**src/lbt_defs.svh**
```systemverilog
// Register indexes, reset values, frame layout and pattern constants
`ifndef LBT_DEFS_SVH
`define LBT_DEFS_SVH
`define LBT_IDX_COUNT 8'h44
`define LBT_IDX_PATTERN 8'h45
`define LBT_IDX_CRC 8'h46
`define LBT_IDX_TMO 8'h47
`define LBT_IDX_GOOD 8'h48
`define LBT_IDX_STATUS 8'h4a
`define LBT_COUNT_RST 8'h07
`define LBT_PATTERN_RST 8'h00
`define LBT_COUNT_MAX 8'h64
`define LBT_CNT_FULL 8'hff
`define LBT_LEN_SHORT 11'h03c
`define LBT_LEN_LONG 11'h5ea
`define LBT_SA_FIRST 11'h006
`define LBT_TYPE_POS 11'h00c
`define LBT_TYPE_HI 8'h08
`define LBT_TYPE_LO 8'h00
`define LBT_WORD_55AA 16'h55aa
`define LBT_WORD_0F0F 16'h0f0f
`define LBT_WORD_FF00 16'hff00
`define LBT_FIFO_DEPTH 8
`endif

```
**src/lbt_pkg.sv**
```systemverilog
// Types shared by the loop back test packet generator
package lbt_pkg;
    typedef enum logic {LBT_IDLE, LBT_SEND} lbt_state_t;
endpackage : lbt_pkg

```
**src/lbt_top.sv**
```systemverilog
// Loop back test packet setup registers, frame builder and output FIFO
`timescale 1ns/10ps
`include "lbt_defs.svh"

module lbt_fifo #(
    parameter int WIDTH = 9,
    parameter int DEPTH = 8
) (
    input wire logic clk,
    input wire logic rst_n,
    input wire logic in_valid,
    output logic in_ready,
    input wire logic [WIDTH-1:0] in_data,
    output logic out_valid,
    input wire logic out_ready,
    output logic [WIDTH-1:0] out_data
);
    localparam int AW = $clog2(DEPTH);
    logic [WIDTH-1:0] mem [DEPTH];
    logic [AW-1:0] wr_ptr;
    logic [AW-1:0] rd_ptr;
    logic [AW:0] fill;
    logic push;
    logic pop;

    assign in_ready = (fill != (AW+1)'(DEPTH));
    assign out_valid = (fill != '0);
    assign out_data = mem[rd_ptr];
    assign push = in_valid && in_ready;
    assign pop = out_valid && out_ready;

    always_ff @(posedge clk) begin
        if (push) begin
            mem[wr_ptr] <= in_data;
        end
    end

    always_ff @(posedge clk or negedge rst_n) begin
        if (!rst_n) begin
            wr_ptr <= '0;
            rd_ptr <= '0;
            fill <= '0;
        end else begin
            if (push) begin
                wr_ptr <= (wr_ptr == AW'(DEPTH-1)) ? '0 : AW'(wr_ptr + 1'b1);
            end
            if (pop) begin
                rd_ptr <= (rd_ptr == AW'(DEPTH-1)) ? '0 : AW'(rd_ptr + 1'b1);
            end
            fill <= (AW+1)'(fill + {AW'(0), push} - {AW'(0), pop});
        end
    end
endmodule : lbt_fifo

// Operation
// - Writing zero to the count register clears transmit and receive frame counters.
// - On center side, zero write also clears CRC, timeout and good result counters.
// - On center side, count N from 1 to 100 sends exactly N packets.
// - Count register resets to seven; packets are sent only after a count is written.
// - Selector 0,1,2,4 give 55AA frames: 64/1518 unicast, 64/1518 broadcast.
// - Selector 08,10,20,40 give 0F0F frames: 64/1518 unicast, 64/1518 broadcast.
// - Selector 80 gives 1518-byte broadcast FF00 frames; other values are undefined.
// - First frame destination is base address with last byte plus one.
// - Each following frame increments the destination last byte by one.
// - Source is the base address unchanged; type/length field is 0x0800.
// - Center side result counters count CRC error, timeout and good returns.
module lbt_top (
    input wire logic pclk,
    input wire logic presetn,
    input wire logic psel,
    input wire logic penable,
    input wire logic pwrite,
    input wire logic [11:0] paddr,
    input wire logic [31:0] pwdata,
    output logic pready,
    output logic [31:0] prdata,
    output logic pslverr,
    input wire logic center_side,
    input wire logic [47:0] base_addr,
    input wire logic rx_crc_err,
    input wire logic rx_timeout,
    input wire logic rx_good,
    output logic clear_frame_counters,
    output logic [7:0] tx_data,
    output logic tx_last,
    output logic tx_valid,
    input wire logic tx_ready
);
    logic [7:0] loop_packet_count;
    logic [7:0] loop_pattern_select;
    logic [7:0] crc_count;
    logic [7:0] timeout_count;
    logic [7:0] good_count;
    lbt_pkg::lbt_state_t state;
    logic [7:0] remaining;
    logic [7:0] frame_idx;
    logic [10:0] byte_cnt;
    logic cur_long;
    logic cur_bcast;
    logic [15:0] cur_word;
    logic [7:0] reg_idx;
    logic mapped;
    logic wr_en;
    logic wr_count;
    logic zero_write;
    logic start_burst;
    logic fifo_in_ready;
    logic push;
    logic last_byte;
    logic [10:0] frame_len;
    logic [7:0] gen_byte;
    logic [2:0] addr_sel;
    logic [47:0] addr_shift;
    logic sel_long;
    logic sel_bcast;
    logic [15:0] sel_word;
    logic [31:0] next_prdata;

    assign reg_idx = paddr[9:2];
    assign mapped = (paddr[11:10] == 2'h0) && (paddr[1:0] == 2'h0) &&
        ((reg_idx >= `LBT_IDX_COUNT && reg_idx <= `LBT_IDX_GOOD) || reg_idx == `LBT_IDX_STATUS);
    assign wr_en = psel && penable && pready && pwrite && mapped;
    assign wr_count = wr_en && (reg_idx == `LBT_IDX_COUNT);
    assign zero_write = wr_count && (pwdata[7:0] == 8'h00);
    // Values above 100 are ignored for sending; they are stored only
    assign start_burst = wr_count && center_side && (pwdata[7:0] != 8'h00) &&
        (pwdata[7:0] <= `LBT_COUNT_MAX);

    // Undefined selector values fall back to the reset pattern
    always_comb begin
        unique case (loop_pattern_select)
            8'h01: {sel_long, sel_bcast, sel_word} = {1'b1, 1'b0, `LBT_WORD_55AA};
            8'h02: {sel_long, sel_bcast, sel_word} = {1'b0, 1'b1, `LBT_WORD_55AA};
            8'h04: {sel_long, sel_bcast, sel_word} = {1'b1, 1'b1, `LBT_WORD_55AA};
            8'h08: {sel_long, sel_bcast, sel_word} = {1'b0, 1'b0, `LBT_WORD_0F0F};
            8'h10: {sel_long, sel_bcast, sel_word} = {1'b1, 1'b0, `LBT_WORD_0F0F};
            8'h20: {sel_long, sel_bcast, sel_word} = {1'b0, 1'b1, `LBT_WORD_0F0F};
            8'h40: {sel_long, sel_bcast, sel_word} = {1'b1, 1'b1, `LBT_WORD_0F0F};
            8'h80: {sel_long, sel_bcast, sel_word} = {1'b1, 1'b1, `LBT_WORD_FF00};
            default: {sel_long, sel_bcast, sel_word} = {1'b0, 1'b0, `LBT_WORD_55AA};
        endcase
    end

    // APB: one wait state so read data comes from a flop
    always_comb begin
        next_prdata = 32'h0000_0000;
        unique case (reg_idx)
            `LBT_IDX_COUNT: next_prdata[7:0] = loop_packet_count;
            `LBT_IDX_PATTERN: next_prdata[7:0] = loop_pattern_select;
            `LBT_IDX_CRC: next_prdata[7:0] = crc_count;
            `LBT_IDX_TMO: next_prdata[7:0] = timeout_count;
            `LBT_IDX_GOOD: next_prdata[7:0] = good_count;
            `LBT_IDX_STATUS: next_prdata[8:0] = {state == lbt_pkg::LBT_SEND, remaining};
            default: next_prdata = 32'h0000_0000;
        endcase
    end

    always_ff @(posedge pclk or negedge presetn) begin
        if (!presetn) begin
            pready <= 1'b0;
            prdata <= 32'h0000_0000;
            pslverr <= 1'b0;
            clear_frame_counters <= 1'b0;
        end else begin
            pready <= psel && penable && !pready;
            prdata <= (psel && penable && !pready && !pwrite) ? next_prdata : 32'h0000_0000;
            pslverr <= psel && penable && !pready && !mapped;
            clear_frame_counters <= zero_write;
        end
    end

    always_ff @(posedge pclk or negedge presetn) begin
        if (!presetn) begin
            loop_packet_count <= `LBT_COUNT_RST;
            loop_pattern_select <= `LBT_PATTERN_RST;
        end else if (wr_en) begin
            if (reg_idx == `LBT_IDX_COUNT) begin
                loop_packet_count <= pwdata[7:0];
            end
            if (reg_idx == `LBT_IDX_PATTERN) begin
                loop_pattern_select <= pwdata[7:0];
            end
        end
    end

    // Result counters saturate; an event in the clearing cycle still counts
    always_ff @(posedge pclk or negedge presetn) begin
        if (!presetn) begin
            crc_count <= 8'h00;
            timeout_count <= 8'h00;
            good_count <= 8'h00;
        end else if (zero_write && center_side) begin
            crc_count <= {7'h00, rx_crc_err};
            timeout_count <= {7'h00, rx_timeout};
            good_count <= {7'h00, rx_good};
        end else if (center_side) begin
            if (rx_crc_err && crc_count != `LBT_CNT_FULL) begin
                crc_count <= crc_count + 8'h01;
            end
            if (rx_timeout && timeout_count != `LBT_CNT_FULL) begin
                timeout_count <= timeout_count + 8'h01;
            end
            if (rx_good && good_count != `LBT_CNT_FULL) begin
                good_count <= good_count + 8'h01;
            end
        end
    end

    assign frame_len = cur_long ? `LBT_LEN_LONG : `LBT_LEN_SHORT;
    assign last_byte = (byte_cnt == 11'(frame_len - 11'h001));
    assign push = (state == lbt_pkg::LBT_SEND) && fifo_in_ready;
    assign addr_sel = (byte_cnt < `LBT_SA_FIRST) ? byte_cnt[2:0] : 3'(byte_cnt - `LBT_SA_FIRST);
    assign addr_shift = base_addr << {addr_sel, 3'b000};

    // Frame bytes; FCS is appended by the MAC downstream
    always_comb begin
        if (byte_cnt < `LBT_SA_FIRST && cur_bcast) begin
            gen_byte = 8'hff;
        end else if (byte_cnt == 11'h005) begin
            gen_byte = 8'(base_addr[7:0] + 8'h01 + frame_idx);
        end else if (byte_cnt < `LBT_TYPE_POS) begin
            gen_byte = addr_shift[47:40];
        end else if (byte_cnt < 11'(`LBT_TYPE_POS + 11'h002)) begin
            gen_byte = byte_cnt[0] ? `LBT_TYPE_LO : `LBT_TYPE_HI;
        end else begin
            gen_byte = byte_cnt[0] ? cur_word[7:0] : cur_word[15:8];
        end
    end

    // A new valid count restarts the burst, even mid-frame
    always_ff @(posedge pclk or negedge presetn) begin
        if (!presetn) begin
            state <= lbt_pkg::LBT_IDLE;
            remaining <= 8'h00;
            frame_idx <= 8'h00;
            byte_cnt <= 11'h000;
            cur_long <= 1'b0;
            cur_bcast <= 1'b0;
            cur_word <= `LBT_WORD_55AA;
        end else if (start_burst) begin
            state <= lbt_pkg::LBT_SEND;
            remaining <= pwdata[7:0];
            frame_idx <= 8'h00;
            byte_cnt <= 11'h000;
            cur_long <= sel_long;
            cur_bcast <= sel_bcast;
            cur_word <= sel_word;
        end else if (push) begin
            if (last_byte) begin
                byte_cnt <= 11'h000;
                frame_idx <= frame_idx + 8'h01;
                remaining <= remaining - 8'h01;
                if (remaining == 8'h01) begin
                    state <= lbt_pkg::LBT_IDLE;
                end
            end else begin
                byte_cnt <= byte_cnt + 11'h001;
            end
        end
    end

    // Output stage keeps the stream outputs on flops; it refills in the cycle the sink takes a byte
    logic fifo_out_valid;
    logic fifo_out_ready;
    logic [8:0] fifo_out_data;
    assign fifo_out_ready = !tx_valid || tx_ready;
    always_ff @(posedge pclk or negedge presetn) begin
        if (!presetn) begin
            {tx_valid, tx_last, tx_data} <= 10'h000;
        end else if (fifo_out_ready) begin
            {tx_valid, tx_last, tx_data} <= {fifo_out_valid, fifo_out_data};
        end
    end
    lbt_fifo #(
        .WIDTH(9),
        .DEPTH(`LBT_FIFO_DEPTH)
    ) u_fifo (
        .clk(pclk),
        .rst_n(presetn),
        .in_valid(state == lbt_pkg::LBT_SEND),
        .in_ready(fifo_in_ready),
        .in_data({last_byte, gen_byte}),
        .out_valid(fifo_out_valid),
        .out_ready(fifo_out_ready),
        .out_data(fifo_out_data)
    );

    logic count_written;
    always_ff @(posedge pclk or negedge presetn) begin
        if (!presetn) begin
            count_written <= 1'b0;
        end else if (wr_count) begin
            count_written <= 1'b1;
        end
    end

    chk_count_default: assert property (@(posedge pclk) disable iff (!presetn)
        !count_written |-> loop_packet_count == 8'h07)
        else $error("count register lost its reset value");
    chk_clear_pulse: assert property (@(posedge pclk) disable iff (!presetn)
        zero_write |=> clear_frame_counters ##1 !clear_frame_counters)
        else $error("frame counter clear not pulsed");
    chk_result_clear: assert property (@(posedge pclk) disable iff (!presetn)
        zero_write && center_side && !rx_good && !rx_crc_err |=> good_count == 8'h00 && crc_count == 8'h00)
        else $error("result counters not cleared");
    chk_burst_start: assert property (@(posedge pclk) disable iff (!presetn)
        start_burst |=> state == lbt_pkg::LBT_SEND && remaining == $past(pwdata[7:0]) && byte_cnt == 11'h000)
        else $error("burst did not start");
    chk_burst_end: assert property (@(posedge pclk) disable iff (!presetn)
        push && last_byte && remaining == 8'h01 && !start_burst |=> state == lbt_pkg::LBT_IDLE)
        else $error("burst length wrong");
    chk_frame_len: assert property (@(posedge pclk) disable iff (!presetn)
        push && last_byte |-> byte_cnt == (cur_long ? 11'd1513 : 11'd59))
        else $error("frame length wrong");
    chk_da_first: assert property (@(posedge pclk) disable iff (!presetn)
        push && byte_cnt == 11'h005 && !cur_bcast && frame_idx == 8'h00 |-> gen_byte == 8'(base_addr[7:0] + 8'h01))
        else $error("first destination byte wrong");
    chk_da_step: assert property (@(posedge pclk) disable iff (!presetn)
        push && last_byte && remaining > 8'h01 && !start_burst |=> frame_idx == 8'($past(frame_idx) + 8'h01))
        else $error("destination step wrong");
    chk_type_field: assert property (@(posedge pclk) disable iff (!presetn)
        push && byte_cnt == 11'd12 && !start_burst |-> gen_byte == 8'h08 ##1 (!push || gen_byte == 8'h00))
        else $error("type field wrong");
    chk_bcast_da: assert property (@(posedge pclk) disable iff (!presetn)
        push && cur_bcast && byte_cnt < 11'd6 |-> gen_byte == 8'hff)
        else $error("broadcast destination wrong");
    chk_good_count: assert property (@(posedge pclk) disable iff (!presetn)
        center_side && rx_good && !zero_write && good_count != 8'hff |=> good_count == 8'($past(good_count) + 8'h01))
        else $error("good counter did not advance");

    cov_burst_done: cover property (@(posedge pclk) disable iff (!presetn)
        push && last_byte && remaining == 8'h01);
    cov_zero_write: cover property (@(posedge pclk) disable iff (!presetn) zero_write && center_side);
    cov_long_frame: cover property (@(posedge pclk) disable iff (!presetn) push && last_byte && cur_long);
    cov_fifo_full: cover property (@(posedge pclk) disable iff (!presetn)
        state == lbt_pkg::LBT_SEND && !fifo_in_ready);
endmodule : lbt_top

```
**config.mk**
```make
export PLATFORM = sky130hd
export DESIGN_NAME = lbt_top
export DESIGN_NICKNAME = d
export VERILOG_FILES = /design/src/lbt_pkg.sv /design/src/lbt_top.sv
export VERILOG_INCLUDE_DIRS = /design/src
export SDC_FILE = /design/constraint.sdc
export NUM_CORES = 1
export LEC_CHECK = 0
export BUFFER_PORTS_ARGS = -buffer_cell sky130_fd_sc_hd__clkbuf_2
export CAP_MARGIN = 25
export CORE_MARGIN = 10
export CORE_UTILIZATION = 38
export DETAILED_ROUTE_END_ITERATION = 16
export GPL_TIMING_DRIVEN = 0
export PLACE_DENSITY_LB_ADDON = 0.1
export SKIP_CTS_REPAIR_TIMING = 1
export SYNTH_ARGS = -nofsm -noshare
export SYNTH_HDL_FRONTEND = slang
export SYNTH_SLANG_ARGS = --single-unit
export TNS_END_PERCENT = 10
```
**constraint.sdc**
```tcl
create_clock -name pclk -period 4 [get_ports pclk]
set_clock_uncertainty 0.2 [all_clocks]
set_input_delay 0.4 -clock pclk [delete_from_list [all_inputs] [get_ports pclk]]
set_output_delay 0.4 -clock pclk [all_outputs]
set_load 0.01 [all_outputs]
```
Word level (Yosys, flattened, before mapping)
Memories as Yosys holds them, arrays and structs flattened. A register that Yosys moved wholly into a read port is not among the register bits. Cells that the tools add are included.

Bits in registers: 109. RAM bits: 72. Input bits: 102. Output and inout bits: 45. Word-level logic and storage cells: 156. Memories: 1.

Add/subtract/negate cells: 14. Magnitude comparators: 6. Eq/ne operators: 23. Shift operators: 1. Muxes and demuxes: 40. Reduce and logical (&&, ||, !) cells: 51.

Memory list: u_fifo.mem (depth 8, bits a word 9, read ports 1, clocked after Yosys merged registers in 1, write ports 1, line lbt_top.sv:19) `logic [WIDTH-1:0] mem [DEPTH];`.

Operators with widths (count): $mux W8 (20); $eq A8 B7 Y1 const B (7); $pmux W8 S6 (1); $shl A48 B6 Y48 (1); $mux W11 (4); $add A8 B1 Y8 const B (5); $pmux W16 S2 (1); $ne A8 B8 Y1 const B (3); $logic_and A1 B1 Y1 (22); $lt A11 B4 Y1 const B (2); $eq A8 B1 Y1 const B (2); $le A8 B7 Y1 const B (2); $reduce_bool A2 Y1 (7); $reduce_and A2 Y1 (6); $add A11 B1 Y11 const B (1); $eq A11 B11 Y1 (1); $eq A11 B3 Y1 const B (1); $lt A11 B3 Y1 const B (1); $sub A11 B1 Y11 const B (1); $reduce_or A5 Y1 (2); $mux W1 (9); $mux W3 (3); $mux W9 (1); $add A8 B8 Y8 (1); other kinds (23) (31).

Longest topological paths before layout
Depth after elaboration: 11. Depth in mapped cells: 10. Mapped depth without buffers: 10.

Modules after synthesis
From an unflattened synthesis, not the netlist that was laid out.

Cell total of the unflattened synthesis: 850. Area, all modules: 9766.9 um^2.

By module, submodules not included: lbt_top (instances 1, cells each 688, area an instance 6374.9 um^2, seq. area each 2459.9 um^2); lbt_fifo (instances 1, cells each 162, area an instance 3392.0 um^2, seq. area each 2412.3 um^2).

Worst setup path before layout
OpenSTA, ideal clock, no wires.

Kind: reg2reg. Start point: reg u_fifo.fill[2]. End point: mem u_fifo.mem[4][0], enable pin. Setup time: 0.403 ns. Arrival time: 2.224 ns. Data required time: 3.397 ns. Slack: 1.173 ns. Stages on the path, launching flop included: 7. Buffers on the path: 2. Period minus slack after synthesis: 2.827 ns. Cell sequence: dfrtp_1 > inv_1 > ha_1 > a21bo_2 > clkbuf_1 > buf_1 > nor4b_1.

Cells in the longest elaborated chain, start to end: 4.

RTL lines: start: declaration (line lbt_top.sv:22) `logic [AW:0] fill;`; start signal: assignment (line lbt_top.sv:50) `fill <= (AW+1)'(fill + {AW'(0), push} - {AW'(0), pop});`; $ne A4 B4 Y1 (line lbt_top.sv:26) `assign in_ready = (fill != (AW+1)'(DEPTH));`; $logic_and A1 B1 Y1 (line lbt_top.sv:29) `assign push = in_valid && in_ready;`; $mux W1 (line lbt_top.sv:33) `if (push) begin`; $mux W1 (implied by the code) (line lbt_top.sv:34) `mem[wr_ptr] <= in_data;`; end: declaration (line lbt_top.sv:19).

No other way between the ends.

Worst setup path after layout
Start point: reg byte_cnt[1]. End point: mem u_fifo.mem[1][1], data pin.

Cells in the longest elaborated chain, start to end: 6. Elaborated cells between the ends (all ways): 12. Classes of those cells: 1 x add/sub; 3 x order compare; 1 x eq/ne; 1 x shift; 5 x mux; 1 x reduce/logical.

RTL lines: start: declaration (line lbt_top.sv:97) `logic [10:0] byte_cnt;`; start signal: assignment (line lbt_top.sv:257) `byte_cnt <= byte_cnt + 11'h001;`; $lt A11 B3 Y1 (no source line) or $sub A3 B3 Y3 (tied branches); $mux W3 (line lbt_top.sv:212) `` assign addr_sel = (byte_cnt < `LBT_SA_FIRST) ? byte_cnt[2:0] : 3'(byte_cnt - `LBT_SA_FIRST); ``; $shl A48 B6 Y48 (line lbt_top.sv:213) `assign addr_shift = base_addr << {addr_sel, 3'b000};`; $mux W8 (line lbt_top.sv:221) `` end else if (byte_cnt < `LBT_TYPE_POS) begin ``; $mux W8 (line lbt_top.sv:219) `end else if (byte_cnt == 11'h005) begin`; $mux W8 (*) (line lbt_top.sv:217) `` if (byte_cnt < `LBT_SA_FIRST && cur_bcast) begin ``; net gen_byte[1] (line lbt_top.sv:111) `logic [7:0] gen_byte;`.

The timed path passes the listed nets; every way through them passes the cells marked *.

==> flow_summary_export.csv <==
group,metric,value,unit
clocking,tritoncts,"yes",
timing,final-setup-viol-count,0,
finish,nets,1113,
grt,grt_max_degree,105,
yosys,async_reset_ff_frac,0.600,
yosys,synth_area_leaders,"dfrtp_1, edfxtp_1, mux4_2",
setup_path,endpoint_kind,"flop",
routing,drc,0,
timing,min_period,3.26,ns
finish,antennaDiodeCount,0,
routing,drtIter0Drc,494,
timing,min_period_over_period,0.814,
finish,drive_above_1_share,0.263,
min_path,min_path_type,"primary input to flop",
pwr,p_per_area,669,nW/um^2
timing,holdWs,0.0229,ns
timing,final_hold_viol_count,0,
yosys,ys_types,69,
setup_path,cpPeakStageDelay,0.43,ns
yosys,synth-simple-area-share,0.147,
timing,setup_slack,0.743,ns
finish,instances_no_fill,1326,
timing,tightest_slew,0.915,ns
setup_path,startpoint_type,"flop",
setup_path,crit_path_top_delay_cell,"dfrtp_1",
run_status,status,"completed",
pwr,p_int,4.82,mW
yosys,synthFlopType,"dfrtp_1",
placed_design,place.gp.congestion,0.802,
grt,grt_overflow,0,
clocking,clk_pin_slew_worst_paths,0.08,ns
timing,timing.fmax,0.307,GHz
pwr,comb_power_share,0.376,
grt,antenna_found_initial,0,
floorplanning,die_y,180,um
pwr,clockPowerShare,0.231,
flow_run,max_cap_viol_count,0,
yosys,synth_fa_ha_area_frac,0.0378,
routing,drtPass1Iterations,5,
setup_path,path_common_cell,"clkbuf_1",
yosys,synthTopCellsByCount,"dfrtp_1, nand2_1, edfxtp_1, nor2_1, o21ai_0",
setup_path,crit_path_max_fanout,10,
placed_design,postPlaceCellArea,10800,sq um
pwr,swShare,0.371,
yosys,syn_avg_cell_area,11.6,sq um
floorplanning,design.die.area,32200,sq um
yosys,ys_ff_latch,180,
clocking,clockBufferDepth,2,
pwr,ir_drop,0.287,mV
floorplanning,start_util,0.385,
pwr,power_leakage,4.71,nW
placed_design,dp_hpwl,18000,um
timing,slew-limit-headroom,0.388,
routing,totalWireLength,23900,um
floorplanning,fp.dieW,180,um
finish,finalCoreUtilization,0.456,
grt,track_usage,0.148,
yosys,yosysSeqAreaShare,0.504,
finish,stdcell_area,11400,sq um
timing,drv_slew,0,
placed_design,dp_cells,1291,
grt,grt_pass1_vias,7061,
placed_design,post-place-ws,0.736,ns
setup_path,crit_required,3.84,ns
pwr,pwr-share-seq,0.394,
clocking,cts_root_buf,"clkbuf_16",
clocking,clock_sinks,180,
setup_path,arrival,3.09,ns
floorplanning,core.rowCount,58,
yosys,synth-compound-area-share,0.0901,
routing,wl_per_cell,18.0,um
pwr,total_power,7.66,mW
floorplanning,fp.coreArea,25100,sq um
yosys,synth_cells,834,
floorplanning,io_pins,147,
yosys,synth_edf_count,72,
yosys,syn_area,9670,sq um
yosys,yosys.area.top_type_share,0.264,
placed_design,port_buffers,99,
setup_path,criticalPathCategory,"flop to flop",
yosys,synth-xor-area-share,0.0426,
pwr,power_switching,2.84,mW
yosys,synthMuxAreaShare,0.133,
yosys,yosys.cell_count.top_type,"dfrtp_1",
timing,tns,0,ns
setup_path,r2r_slack,0.74,ns
setup_path,crit_chain,"clkbuf_1 > inv_1 > clkbuf_1 > ha_1 > o21ai_0 > and3_1 > clkbuf_2 > o21a_1 > a21oi_1 > nand4_1",
yosys,synth_area_leader_cell,"dfrtp_1",
routing,postRouteAntennaNets,0,
clocking,clk-insertion-delay-late,0.44,ns
clocking,cts_buffers,17,
routing,routed-via-count,6902,
yosys,ys_warn_count,0,
yosys,synth_top_family_by_area,"simple AND/OR/NAND/NOR gates",
grt,grt_pass1_wl,39000,um
finish,syn_to_final_growth,18.4,%
routing,avgViaCountPerCell,5.21,
clocking,htreeDepth,4,
timing,rsz0062_at_grt,"no",
[layout make-up]
| class | instances | area (sq um) |
|---|---|---|
| tap | 330 | 413 |
| fill | 2398 | 13700 |
| inverter | 22 | 82.6 |
| clock buffer | 17 | 425 |
| multi-input combinational | 590 | 4470 |
| clock inverter | 15 | 220 |
| buffer | 64 | 357 |
| timing repair buffer | 108 | 601 |
| sequential | 180 | 4870 |
[state kept, by name, summed over array words and instances, names as in the netlist, 3 cells and up]
| name | cells |
|---|---|
| u_fifo.mem | 72 |
| byte_cnt | 11 |
| prdata | 9 |
| crc_count | 8 |
| frame_idx | 8 |
| good_count | 8 |
| loop_packet_count | 8 |
| loop_pattern_select | 8 |
| remaining | 8 |
| timeout_count | 8 |
| tx_data | 8 |
| cur_word | 6 |
| u_fifo.fill | 4 |
| u_fifo.rd_ptr | 3 |
| u_fifo.wr_ptr | 3 |
[power by group through the flow]
stage | Combinational (mW) | Clock [mW] | Sequential, mW
after CTS | 2.91 | 1.82 | 3.02
after floorplan | 2.04 | 0 | 2.97
after global placement | 2.82 | 0 | 3.04
after detailed placement | 2.90 | 0 | 3.05
after global routing | 3.22 | 1.91 | 3.08
final | 2.88 | 1.77 | 3.02
[metal layers]
metal	up-vias	wire (um)	part of all wire	GRT usage
met5	-	0	0	0
met4	0	208	0.0087	0.0384
met3	13	746	0.031	0.0261
met2	102	11900	0.50	0.249
met1	3450	11100	0.46	0.194
li1	3337	-	-	-
[worst max-delay path: cells and delay by family (launching register included)]
family                   cells  cell delay, ns
AND/OR/NAND/NOR              2            0.58
AO/OA/AOI/OAI                3            0.38
adder cells (fa/ha/maj)      1            0.28
buffers and inverters        4            0.99
flip-flops                   1            0.43
[cell families after synthesis]
group | Yosys count
adder cells (fa/ha/maj) | 28
other | 1
AND/OR/NAND/NOR | 273
AO/OA/AOI/OAI | 139
multiplexers | 80
flip-flops | 180
XOR/XNOR | 47
buffers and inverters | 86
[worst paths after layout]
| path | from | to | depth (start not counted) |
|---|---|---|---|
| min in group asynchronous | presetn | tx_data[0] | 2 |
| min | rx_good | good_count[0] | 3 |
| max | byte_cnt[1] | u_fifo.mem[1][1] | 10 |
| min reg2reg | cur_word[13] | cur_word[13] | 2 |
| max reg2reg | byte_cnt[1] | u_fifo.mem[1][1] | 10 |
| max in group asynchronous | presetn | byte_cnt[2] | 3 |
[cell usage in the layout, fill, tap and decap left out, types with 4 or more instances in the layout]
master / n
clkbuf_16: 17
and3_1: 12
mux2i_1: 19
buf_2: 12
inv_1: 22
nor2_1: 67
buf_4: 28
mux4_2: 36
o21a_1: 8
o311ai_0: 9
mux2_2: 25
clkinv_8: 6
o22ai_1: 4
conb_1: 23
a21oi_1: 39
nand3b_1: 10
nand4b_1: 5
buf_1: 5
a22oi_1: 8
ha_1: 26
nor3_1: 16
xnor2_1: 19
nand4_1: 12
o21ai_0: 42
nand2_1: 76
nor4_1: 4
dfrtp_1: 102
dfstp_2: 6
a21o_1: 5
nor2b_1: 6
nand3_1: 29
edfxtp_1: 72
o211ai_1: 11
xor2_1: 28
clkbuf_1: 21
clkbuf_2: 99
Note: power is estimated with default switching activity, not from simulation.
